**src/verilog/plt_pkg.sv**
```systemverilog
/*
  Package for the programmable logic tile: table modes, wide stage selects,
  control signal indices, sizes and reset values.
  Assumes it is compiled before every other file of the tile.
*/
package plt_pkg;

  // ---------------------------------------------------------------------------
  // Sizes
  // ---------------------------------------------------------------------------
  localparam int ELEM_COUNT      = 4;
  localparam int ELEM_INPUTS     = 5;
  localparam int LOGIC_INPUTS    = 20;
  localparam int CTRL_INPUTS     = 37;
  localparam int CTRL_SIGNALS    = 6;
  localparam int TABLE_DEPTH     = 16;
  localparam int SHIFT_LEN       = 8;
  localparam int CTRL_SEL_W      = 6;
  localparam int WIDE_SEL_W      = 3;
  localparam logic [5:0] CTRL_IN_LIMIT = 6'h25;

  // ---------------------------------------------------------------------------
  // Reset values
  // ---------------------------------------------------------------------------
  localparam logic [15:0] TABLE_RESET = 16'h0000;
  localparam logic        BIT_RESET   = 1'b0;

  // ---------------------------------------------------------------------------
  // Indices of the six derived control signals
  // ---------------------------------------------------------------------------
  localparam int CTL_TICK_ZERO = 0;
  localparam int CTL_TICK_ONE  = 1;
  localparam int CTL_EN_LOW    = 2;
  localparam int CTL_EN_HIGH   = 3;
  localparam int CTL_SRWE      = 4;
  localparam int CTL_LOAD      = 5;

  // ---------------------------------------------------------------------------
  // Wide stage output selects
  // ---------------------------------------------------------------------------
  localparam logic [2:0] SEL_TABLE  = 3'h0;
  localparam logic [2:0] SEL_SUM    = 3'h1;
  localparam logic [2:0] SEL_PASS_C = 3'h2;
  localparam logic [2:0] SEL_PASS_D = 3'h3;
  localparam logic [2:0] SEL_PASS_E = 3'h4;
  localparam logic [2:0] SEL_MUX2   = 3'h5;
  localparam logic [2:0] SEL_MUX4   = 3'h6;
  localparam logic [2:0] SEL_GATE   = 3'h7;

  // ---------------------------------------------------------------------------
  // Memory depth options
  // ---------------------------------------------------------------------------
  localparam logic [1:0] DEEP_16 = 2'h0;
  localparam logic [1:0] DEEP_32 = 2'h1;
  localparam logic [1:0] DEEP_64 = 2'h2;

  // Table modes of one logic element.
  typedef enum logic [3:0] {
    MODE_COMB      = 4'h1,
    MODE_RAM_SYNC  = 4'h2,
    MODE_RAM_ASYNC = 4'h4,
    MODE_SHIFT     = 4'h8
  } plt_mode_t;

endpackage

```
**src/verilog/plt_tile.sv**
```systemverilog
/*
  Programmable logic tile: four logic elements, the carry chain, the wide
  logic mux stage and four sequential elements, with control derivation.
  Assumes configuration inputs are held steady by the configuration logic
  and that tile clocks arrive as one-cycle enables synchronous to mclk.
*/

// Behaviour
// - Tile takes 58 inputs, drives nine outputs; 37 control inputs yield six controls.
// - Each element has a four-input table, one-bit adder and multiplier AND gate.
// - Element inputs a, b feed the table; c, d feed table or pass through.
// - Input e is memory write data, a mux select, or a pass-through.
// - Combinational tables realise any four-input function; wide stage builds wider ones.
// - Memory mode offers up to 64 bits in single and dual port shapes.
// - Distributed memory runs with clocked reads or asynchronous reads.
// - With any table in memory mode, set/reset is write enable; clock zero clocks synchronous memory only, asynchronous memory writes on every mclk.
// - Shift mode gives 1 to 8 bit shifters, cascadable to 32 bits.
// - Carry enters element three, ripples down, and leaves from element zero.
// - Adder sums reach sequential elements; carry out can feed sequential element zero.
// - Wide stage muxes build gates up to 16 inputs and 2:1 to 8:1 muxes.
module plt_tile (
  // Clock and reset.
  input  wire logic          mclk,
  input  wire logic          srst,
  // Fabric inputs.
  input  wire logic [19:0]   logic_in,
  input  wire logic [36:0]   ctrl_in,
  input  wire logic          carry_in,
  // Configuration.
  input  wire logic [35:0]   cfg_ctrl_sel,
  input  wire logic [15:0]   cfg_mode,
  input  wire logic [3:0]    cfg_booth,
  input  wire logic [3:0]    cfg_cascade,
  input  wire logic [1:0]    cfg_dual,
  input  wire logic [1:0]    cfg_deep,
  input  wire logic [63:0]   cfg_init,
  input  wire logic [11:0]   cfg_wide_sel,
  input  wire logic          cfg_gate_or,
  input  wire logic          cfg_carry_elem0,
  input  wire logic [3:0]    cfg_sr_val,
  // Tile outputs.
  output logic [3:0]         comb_out,
  output logic [3:0]         seq_out,
  output logic               carry_out
);

  // ---------------------------------------------------------------------------
  // Control derivation
  // ---------------------------------------------------------------------------
  logic [5:0] ctrl;
  logic       tick0;
  logic       tick1;
  logic       en_lo;
  logic       en_hi;
  logic       srwe;
  logic       load;
  logic       any_mem;
  logic       sr_act;
  logic       mem_we;

  // Each control signal picks one control input; codes past the last read zero.
  genvar gi;
  generate
    for (gi = 0; gi < plt_pkg::CTRL_SIGNALS; gi++) begin : g_ctrl
      logic [5:0] sel;
      assign sel      = cfg_ctrl_sel[gi*plt_pkg::CTRL_SEL_W +: plt_pkg::CTRL_SEL_W];
      assign ctrl[gi] = (sel < plt_pkg::CTRL_IN_LIMIT) ? ctrl_in[sel] : 1'b0;
    end
  endgenerate

  // Named controls used across the tile.
  assign tick0  = ctrl[plt_pkg::CTL_TICK_ZERO];
  assign tick1  = ctrl[plt_pkg::CTL_TICK_ONE];
  assign en_lo  = ctrl[plt_pkg::CTL_EN_LOW];
  assign en_hi  = ctrl[plt_pkg::CTL_EN_HIGH];
  assign srwe   = ctrl[plt_pkg::CTL_SRWE];
  assign load   = ctrl[plt_pkg::CTL_LOAD];
  assign mem_we = srwe & any_mem;
  assign sr_act = srwe & ~any_mem;

  // ---------------------------------------------------------------------------
  // Logic elements and carry chain
  // ---------------------------------------------------------------------------
  logic [3:0] lut;
  logic [3:0] sum;
  logic [3:0] cout;
  logic [3:0] is_mem;
  logic [3:0] e_in;
  logic [4:0] chain;

  assign any_mem   = |is_mem;
  assign chain[4]  = carry_in;
  assign chain[3:0] = cout;
  assign carry_out = cout[0];

  generate
    for (gi = 0; gi < plt_pkg::ELEM_COUNT; gi++) begin : g_elem
      plt_pkg::plt_mode_t mode;
      logic [4:0] in;
      logic [3:0] waddr;
      logic       wdata;
      logic       bank_ok;
      logic       sin;
      assign in       = logic_in[gi*plt_pkg::ELEM_INPUTS +: plt_pkg::ELEM_INPUTS];
      assign e_in[gi] = in[4];
      assign mode     = plt_pkg::plt_mode_t'(cfg_mode[gi*4 +: 4]);
      assign is_mem[gi] = (mode == plt_pkg::MODE_RAM_SYNC) || (mode == plt_pkg::MODE_RAM_ASYNC);
      // Odd element of a dual port pair writes with its partner's address and data.
      if (gi % 2 == 1) begin : g_odd
        assign waddr = cfg_dual[gi/2] ? logic_in[(gi-1)*5 +: 4] : in[3:0];
        assign wdata = (cfg_deep == plt_pkg::DEEP_64) ? e_in[0] :
                       (cfg_deep == plt_pkg::DEEP_32 || cfg_dual[gi/2]) ? e_in[gi-1] : in[4];
        assign sin   = cfg_cascade[gi] ? lut[gi-1] : in[4];
      end else begin : g_even
        assign waddr = in[3:0];
        assign wdata = (cfg_deep == plt_pkg::DEEP_64) ? e_in[0] : in[4];
        if (gi > 0) begin : g_casc
          assign sin = cfg_cascade[gi] ? lut[gi-1] : in[4];
        end else begin : g_first
          assign sin = in[4];
        end
      end
      // Deep memories steer a write to the element whose bank matches bit four (32 deep) or bits four and five (64 deep).
      assign bank_ok = (cfg_deep == plt_pkg::DEEP_32) ? (e_in[gi|1] == 1'(gi % 2)) :
                       (cfg_deep == plt_pkg::DEEP_64) ? ({e_in[2], e_in[gi|1]} == 2'(gi)) :
                       1'b1;
      plt_logic_element u_elem (
        .mclk     (mclk),
        .srst     (srst),
        .mode     (mode),
        .booth    (cfg_booth[gi]),
        .init     (cfg_init[gi*16 +: 16]),
        .load     (load),
        .in       (in),
        .cin      (chain[gi+1]),
        .shift_in (sin),
        .tick     (tick0),
        .we       (mem_we & bank_ok),
        .waddr    (waddr),
        .wdata    (wdata),
        .lut_out  (lut[gi]),
        .sum      (sum[gi]),
        .cout     (cout[gi])
      );
    end
  endgenerate

  // ---------------------------------------------------------------------------
  // Wide logic mux stage
  // ---------------------------------------------------------------------------
  logic mux2_lo;
  logic mux2_hi;
  logic mux4;
  logic gate;

  // Pair muxes select on the odd elements' e inputs, the top mux on element two's.
  always_comb begin
    mux2_lo = e_in[1] ? lut[1] : lut[0];
    mux2_hi = e_in[3] ? lut[3] : lut[2];
    mux4    = e_in[2] ? mux2_hi : mux2_lo;
    gate    = cfg_gate_or ? (|lut) : (&lut);
  end

  // Per element output select; element zero can take the tile carry instead.
  generate
    for (gi = 0; gi < plt_pkg::ELEM_COUNT; gi++) begin : g_wide
      logic [2:0] sel;
      logic [4:0] in;
      assign sel = cfg_wide_sel[gi*plt_pkg::WIDE_SEL_W +: plt_pkg::WIDE_SEL_W];
      assign in  = logic_in[gi*plt_pkg::ELEM_INPUTS +: plt_pkg::ELEM_INPUTS];
      always_comb begin
        unique case (sel)
          plt_pkg::SEL_TABLE:  comb_out[gi] = lut[gi];
          plt_pkg::SEL_SUM:    comb_out[gi] = sum[gi];
          plt_pkg::SEL_PASS_C: comb_out[gi] = in[2];
          plt_pkg::SEL_PASS_D: comb_out[gi] = in[3];
          plt_pkg::SEL_PASS_E: comb_out[gi] = in[4];
          plt_pkg::SEL_MUX2:   comb_out[gi] = (gi < 2) ? mux2_lo : mux2_hi;
          plt_pkg::SEL_MUX4:   comb_out[gi] = mux4;
          plt_pkg::SEL_GATE:   comb_out[gi] = gate;
        endcase
        if (gi == 0 && cfg_carry_elem0) begin
          comb_out[gi] = carry_out;
        end
      end
    end
  endgenerate

  // ---------------------------------------------------------------------------
  // Sequential elements
  // ---------------------------------------------------------------------------
  logic [3:0] next_seq;

  // Elements zero and one run on clock zero, two and three on clock one.
  generate
    for (gi = 0; gi < plt_pkg::ELEM_COUNT; gi++) begin : g_seq
      logic tk;
      logic en;
      assign tk = (gi < 2) ? tick0 : tick1;
      assign en = (gi < 2) ? en_lo : en_hi;
      always_comb begin
        next_seq[gi] = seq_out[gi];
        if (tk && sr_act) begin
          next_seq[gi] = cfg_sr_val[gi];
        end else if (tk && en) begin
          next_seq[gi] = comb_out[gi];
        end
      end
    end
  endgenerate

  // Sequential element registers.
  always_ff @(posedge mclk) begin
    if (srst) begin
      seq_out <= {plt_pkg::ELEM_COUNT{plt_pkg::BIT_RESET}};
    end else begin
      seq_out <= next_seq;
    end
  end

  // ---------------------------------------------------------------------------
  // Checks
  // ---------------------------------------------------------------------------
  logic [3:0] prop;
  logic [1:0] mux_idx;

  assign prop    = sum ^ chain[4:1];
  assign mux_idx = {e_in[2], e_in[2] ? e_in[3] : e_in[1]};

  property p_carry_prop;
    @(posedge mclk) disable iff (srst) (&prop) |-> (carry_out == carry_in);
  endproperty
  a_carry_prop: assert property (p_carry_prop) else $error("carry did not ripple");

  property p_seq_capture;
    @(posedge mclk) disable iff (srst)
      (tick0 && en_lo && !sr_act) |=> (seq_out[0] == $past(comb_out[0]));
  endproperty
  a_seq_capture: assert property (p_seq_capture) else $error("sequential capture wrong");

  property p_carry_elem0;
    @(posedge mclk) disable iff (srst)
      (cfg_carry_elem0 && tick0 && en_lo && !sr_act) |=> (seq_out[0] == $past(carry_out));
  endproperty
  a_carry_elem0: assert property (p_carry_elem0) else $error("carry not at element zero");

  property p_mux4;
    @(posedge mclk) disable iff (srst)
      (cfg_wide_sel[2:0] == plt_pkg::SEL_MUX4 && !cfg_carry_elem0) |-> (comb_out[0] == lut[mux_idx]);
  endproperty
  a_mux4: assert property (p_mux4) else $error("wide mux picked wrong input");

  property p_gate;
    @(posedge mclk) disable iff (srst)
      (cfg_wide_sel[5:3] == plt_pkg::SEL_GATE && !cfg_gate_or) |-> (comb_out[1] == (&lut));
  endproperty
  a_gate: assert property (p_gate) else $error("wide gate wrong");

  property p_pass_c;
    @(posedge mclk) disable iff (srst)
      (cfg_wide_sel[2:0] == plt_pkg::SEL_PASS_C && !cfg_carry_elem0 && tick0 && en_lo && !sr_act)
        |=> (seq_out[0] == $past(logic_in[2]));
  endproperty
  a_pass_c: assert property (p_pass_c) else $error("pass-through c lost");

  property p_sr_reset;
    @(posedge mclk) disable iff (srst)
      (tick1 && sr_act) |=> (seq_out[3:2] == $past(cfg_sr_val[3:2]));
  endproperty
  a_sr_reset: assert property (p_sr_reset) else $error("set/reset not applied");

  c_carry_through: cover property (@(posedge mclk) disable iff (srst) (&prop) && carry_in);
  c_cascade: cover property (@(posedge mclk) disable iff (srst) (&cfg_cascade[3:1]) && tick0);
  c_mem_write: cover property (@(posedge mclk) disable iff (srst) mem_we && tick0);

endmodule // plt_tile

```
**src/verilog/plt_logic_element.sv**
```systemverilog
/*
  One logic element: a sixteen entry table used as function, memory or shift
  register, a one-bit full adder and the multiplier AND gate.
  Assumes the tile supplies the write address, write data, write enable and
  the tile clock zero enable already qualified for this element.
*/
module plt_logic_element (
  // Clock and reset.
  input  wire logic              mclk,
  input  wire logic              srst,
  // Configuration.
  input  plt_pkg::plt_mode_t     mode,
  input  wire logic              booth,
  input  wire logic [15:0]       init,
  input  wire logic              load,
  // Operands a, b, c, d, e in bits zero to four.
  input  wire logic [4:0]        in,
  input  wire logic              cin,
  input  wire logic              shift_in,
  // Memory write side.
  input  wire logic              tick,
  input  wire logic              we,
  input  wire logic [3:0]        waddr,
  input  wire logic              wdata,
  // Results.
  output logic                   lut_out,
  output logic                   sum,
  output logic                   cout
);

  logic [15:0] table_q;
  logic [15:0] next_table;
  logic        rd_q;
  logic        next_rd;
  logic [3:0]  raddr;
  logic        op_b;
  logic        rd_now;
  logic [6:0]  shift_low;

  assign raddr     = in[3:0];
  assign rd_now    = table_q[raddr];
  assign shift_low = table_q[6:0];

  // Table update for load, memory writes and shifting.
  always_comb begin
    next_table = table_q;
    next_rd    = rd_q;
    if (load) begin
      next_table = init;
    end else begin
      unique case (mode)
        plt_pkg::MODE_COMB: begin
        end
        plt_pkg::MODE_RAM_SYNC: begin
          if (tick) begin
            next_rd = table_q[raddr];
            if (we) begin
              next_table[waddr] = wdata;
            end
          end
        end
        plt_pkg::MODE_RAM_ASYNC: begin
          if (we) begin
            next_table[waddr] = wdata;
          end
        end
        plt_pkg::MODE_SHIFT: begin
          if (tick) begin
            next_table[7:0] = {table_q[6:0], shift_in};
          end
        end
        default: begin
        end
      endcase
    end
  end

  // Table and read registers.
  always_ff @(posedge mclk) begin
    if (srst) begin
      table_q <= plt_pkg::TABLE_RESET;
      rd_q    <= plt_pkg::BIT_RESET;
    end else begin
      table_q <= next_table;
      rd_q    <= next_rd;
    end
  end

  // Table output: registered read, shift tap or direct lookup.
  always_comb begin
    if (mode == plt_pkg::MODE_RAM_SYNC) begin
      lut_out = rd_q;
    end else if (mode == plt_pkg::MODE_SHIFT) begin
      lut_out = table_q[{1'b0, in[2:0]}];
    end else begin
      lut_out = table_q[raddr];
    end
  end

  // Full adder, with the AND gate optionally replacing operand b.
  assign op_b = booth ? (in[2] & in[3]) : in[1];
  assign sum  = in[0] ^ op_b ^ cin;
  assign cout = (in[0] & op_b) | (cin & (in[0] ^ op_b));

  // ---------------------------------------------------------------------------
  // Checks
  // ---------------------------------------------------------------------------
  property p_adder;
    @(posedge mclk) disable iff (srst)
      {cout, sum} == (2'(in[0]) + 2'(op_b) + 2'(cin));
  endproperty
  a_adder: assert property (p_adder) else $error("adder result wrong");

  property p_sync_read;
    @(posedge mclk) disable iff (srst)
      (mode == plt_pkg::MODE_RAM_SYNC && tick && !load) |=> (rd_q == $past(rd_now));
  endproperty
  a_sync_read: assert property (p_sync_read) else $error("sync read not registered");

  property p_shift;
    @(posedge mclk) disable iff (srst)
      (mode == plt_pkg::MODE_SHIFT && tick && !load)
        |=> (table_q[0] == $past(shift_in)) && (table_q[7:1] == $past(shift_low));
  endproperty
  a_shift: assert property (p_shift) else $error("shift step wrong");

  property p_write;
    @(posedge mclk) disable iff (srst)
      (mode == plt_pkg::MODE_RAM_ASYNC && we && !load) |=> (table_q[$past(waddr)] == $past(wdata));
  endproperty
  a_write: assert property (p_write) else $error("memory write lost");

  property p_no_write;
    @(posedge mclk) disable iff (srst)
      ((mode == plt_pkg::MODE_RAM_ASYNC || mode == plt_pkg::MODE_RAM_SYNC) && !we && !load)
        |=> $stable(table_q);
  endproperty
  a_no_write: assert property (p_no_write) else $error("memory changed without write enable");

  c_sync_write: cover property (@(posedge mclk) disable iff (srst)
    mode == plt_pkg::MODE_RAM_SYNC && tick && we);

endmodule // plt_logic_element

```
**config.mk**
```make
export PLATFORM = sky130hd
export DESIGN_NAME = plt_tile
export DESIGN_NICKNAME = d
export VERILOG_FILES = /design/src/verilog/plt_pkg.sv /design/src/verilog/plt_tile.sv /design/src/verilog/plt_logic_element.sv
export SDC_FILE = /design/constraint.sdc
export NUM_CORES = 1
export LEC_CHECK = 0
export ABC_AREA = 0
export ABC_CLOCK_PERIOD_IN_PS = 3300
export BUFFER_PORTS_ARGS = -buffer_cell sky130_fd_sc_hd__buf_2
export CAP_MARGIN = 0
export CORE_ASPECT_RATIO = 1.75
export CORE_MARGIN = 5
export CORE_UTILIZATION = 35
export DETAILED_ROUTE_END_ITERATION = 12
export GPL_TIMING_DRIVEN = 0
export PLACE_DENSITY = 0.55
export REMOVE_ABC_BUFFERS = 1
export SYNTH_ARGS = -nofsm -noshare
export SYNTH_HDL_FRONTEND = slang
export SYNTH_SLANG_ARGS = --single-unit
export TNS_END_PERCENT = 50
```
**constraint.sdc**
```tcl
create_clock -name mclk -period 3.3 [get_ports mclk]
set_input_delay 0.165 -clock mclk [delete_from_list [all_inputs] [get_ports mclk]]
set_output_delay 0.165 -clock mclk [all_outputs]
set_load 0.05 [all_outputs]
```
==> results.json <==
{
  "finClkSkew_ns": 0.008089,
  "area_growth_pct": 20.90,
  "cp-end-kind": "output port",
  "cts_root_buf": "clkbuf_16",
  "status": "complete, no violations",
  "syn_area_um2": 8197,
  "drv_cap": 0,
  "hold_viol": 0,
  "dp.final_hpwl_mm": 26.83,
  "io_buffers": 213,
  "finalNonFillerCells": 1464,
  "antenna_found_initial": 7,
  "dp_worst_setup_slack_ns": -0.5783,
  "synthArstFlopShare": 0,
  "critPathArrivalTime_ns": 3.00,
  "tightest_slew_ns": 1.217,
  "powerDensity_nw_per_um2": 341.4,
  "fin_nets": 1363,
  "vdd.ir_drop.worst_mv": 0.2122,
  "ys.flop_type": "dfxtp_1",
  "cts_made_buffers": 9,
  "crit_required_ns": 3.13,
  "cts_htree_levels": 3,
  "hold_buffers": 0,
  "dp_cells": 1439,
  "grt_usage": 0.2415,
  "fillers": 2367,
  "die_w_um": 125.7,
  "grt_start_max_net_pins": 36,
  "synth.area.top_cells": "dfxtp_1 18%, mux4_2 18%, mux2i_1 7.8%",
  "core-area_um2": 23240,
  "cts_tree": "yes",
  "avgSynthCellArea_um2": 8.347,
  "min_path_type": "in2reg",
  "clock_sinks": 72,
  "final.min_clock_period_ns": 3.163,
  "worstSkewPairLatency_ns": 0.35,
  "initial_core_util": 0.3527,
  "p_leak_nw": 3.633,
  "drv_slew": 0,
  "max_slew_margin": 0.1884,
  "rsz0062_at_grt": "true",
  "synth_area_leader_cell": "dfxtp_1",
  "drt.antenna.violating_nets": 0,
  "max_freq_ghz": 0.3162,
  "synth_edf_count": 0,
  "crit_family": "compound AO/OA/AOI/OAI gates",
  "grt_pass1_vias": 9055,
  "fin_ws_ns": 0.1370,
  "rows": 74,
  "path_cells": "mux4_2 > mux2_2 > o211ai_1 > o211ai_1 > buf_4 > o31ai_2 > nand3_1 > a21o_1 > a21o_1 > buf_2",
  "routabilityCongestion": 0.9662,
  "vias": 9037,
  "path_max_fanout": 6,
  "io_pins": 215,
  "synthDominantCellAreaShare": 0.1759,
  "ys_seq_area_frac": 0.1759,
  "grt_pass1_wl_mm": 50.29,
  "layout-drive-gt1-share": 0.2979,
  "fin_crit_sh": 0.9585,
  "setup_viol": 0,
  "critPathKind": "reg2out",
  "die_h_um": 212.4,
  "drtPass1Iterations": 5,
  "postLayoutCoreUtil": 0.4264,
  "ys_seq_elements": 72,
  "yosys_warnings": 0,
  "cts.path.max_buffers": 2,
  "overflow": 0,
  "synth.most_common_cell": "nand2_1",
  "synth_commonest_cells": "91 x nand2_1, 72 x dfxtp_1, 64 x mux2i_1, 64 x mux4_2, 63 x nor2_1",
  "synth_cell_type_count": 77,
  "max_stage_delay_ns": 0.45,
  "first_iter_violations": 565,
  "slowest_stage": "mux4_2",
  "start_kind": "flop",
  "post_drt_wl_per_cell_um": 22.61,
  "netlist_instances": 982,
  "worst-path-buf-inv": 2,
  "clk_pin_slew_worst_paths_ns": 0.06,
  "drc": 0,
  "die-area_um2": 26700,
  "drt-total-wl_mm": 33.10,
  "finalSetupTns_ns": 0,
  "vias_per_cell": 6.173
}
==> cell families (layout without fill, tap and decap cells) <==
group,Yosys count,in the layout,share of synthesized area
compound gates,307,307,0.2519
xor+xnor,8,8,0.008549
fa+ha+maj,4,4,0.009770
buf+inv,96,272,0.04869
flops,72,72,0.1759
mux,135,135,0.2691
other cells,0,2,0
simple gates,360,360,0.2361
==> sequential cells by signal (all words and copies together), names as in the netlist <==
name,count
g_elem.u_elem.rd_q,4
g_elem.u_elem.table_q,64
seq_out,4
==> cell type report <==
type,instances,area (um^2),share of cell area
Antenna cell,2,5.005,0.0005051
Clock buffer,10,239.0,0.02412
Clock inverter,6,82.58,0.008333
Inverter,30,112.6,0.01136
Multi-Input combinational cell,814,6400,0.6458
Sequential cell,72,1441,0.1455
Tap cell,304,380.4,0.03838
Timing Repair Buffer,226,1249,0.1260
==> power by group <==
group	internal, mW	total [mW]	switching, mW
Clock	0.679	1.09	0.410
Combinational	0.536	1.30	0.763
Sequential	0.944	0.995	0.0509
Total	2.16	3.38	1.22
==> routing by layer <==
metal  track usage  vias up  part of all wire  routed length (um)
li1              -     4244                 -                   -
met1        0.2477     4303              0.34               11310
met2        0.4510      387              0.53               17430
met3       0.04475       97             0.068                2257
met4        0.1445        6             0.062                2063
met5             0        -            0.0012                  41
==> timing repair <==
| item | CTS | global route |
|---|---|---|
| buffers inserted | 6 | 1 |
| pin swaps | 2 | 3 |
| resized for setup | 5 | 8 |
| setup endpoints to repair | 29 | 18 |
==> final timing paths <==
kind | from | end | slack, ns | cells after the start
setup reg to reg | g_elem[1].u_elem.table_q[3] | seq_out[0] | 0.69 | 11
hold / removal | cfg_init[46] | g_elem[2].u_elem.table_q[14] | 0.01 | 3
hold reg to reg | g_elem[1].u_elem.table_q[7] | g_elem[1].u_elem.table_q[7] | 0.48 | 2
setup / recovery | g_elem[3].u_elem.table_q[1] | comb_out[3] | 0.14 | 10
==> cell usage in the layout, fill, tap and decap left out, types with 30 or more instances in the layout <==
master	Yosys	routed
a21oi_1	57	57
buf_2	16	209
dfxtp_1	72	72
mux2i_1	64	64
mux4_2	64	64
nand2_1	91	91
nand3_1	30	30
nor2_1	63	62
nor3_1	35	34
nor4_1	35	35
o21ai_0	43	40
==> worst register-to-register path, cell delays in order (launching register included) <==
cell and delay, ns:
dfxtp_1 0.34, mux4_2 0.46, mux2i_1 0.32, o21a_1 0.29, nor3_1 0.10, a211oi_2 0.23
buf_4 0.14, buf_4 0.09, buf_4 0.09, o22ai_1 0.06, a21oi_1 0.23, o41ai_1 0.11
==> metrics by stage <==
stage          hold WS [ns]  area (um^2)  total power, mW
3_3_place_gp         0.3657         9356            2.237
6_report            0.01334         9910            3.383
3_5_place_dp         0.3725         9479            2.279
4_1_cts             0.01061         9871            3.392
5_1_grt             0.04228         9907            3.551
2_1_floorplan        0.2341         7910            1.724
Power figures use the tool's default switching activity.
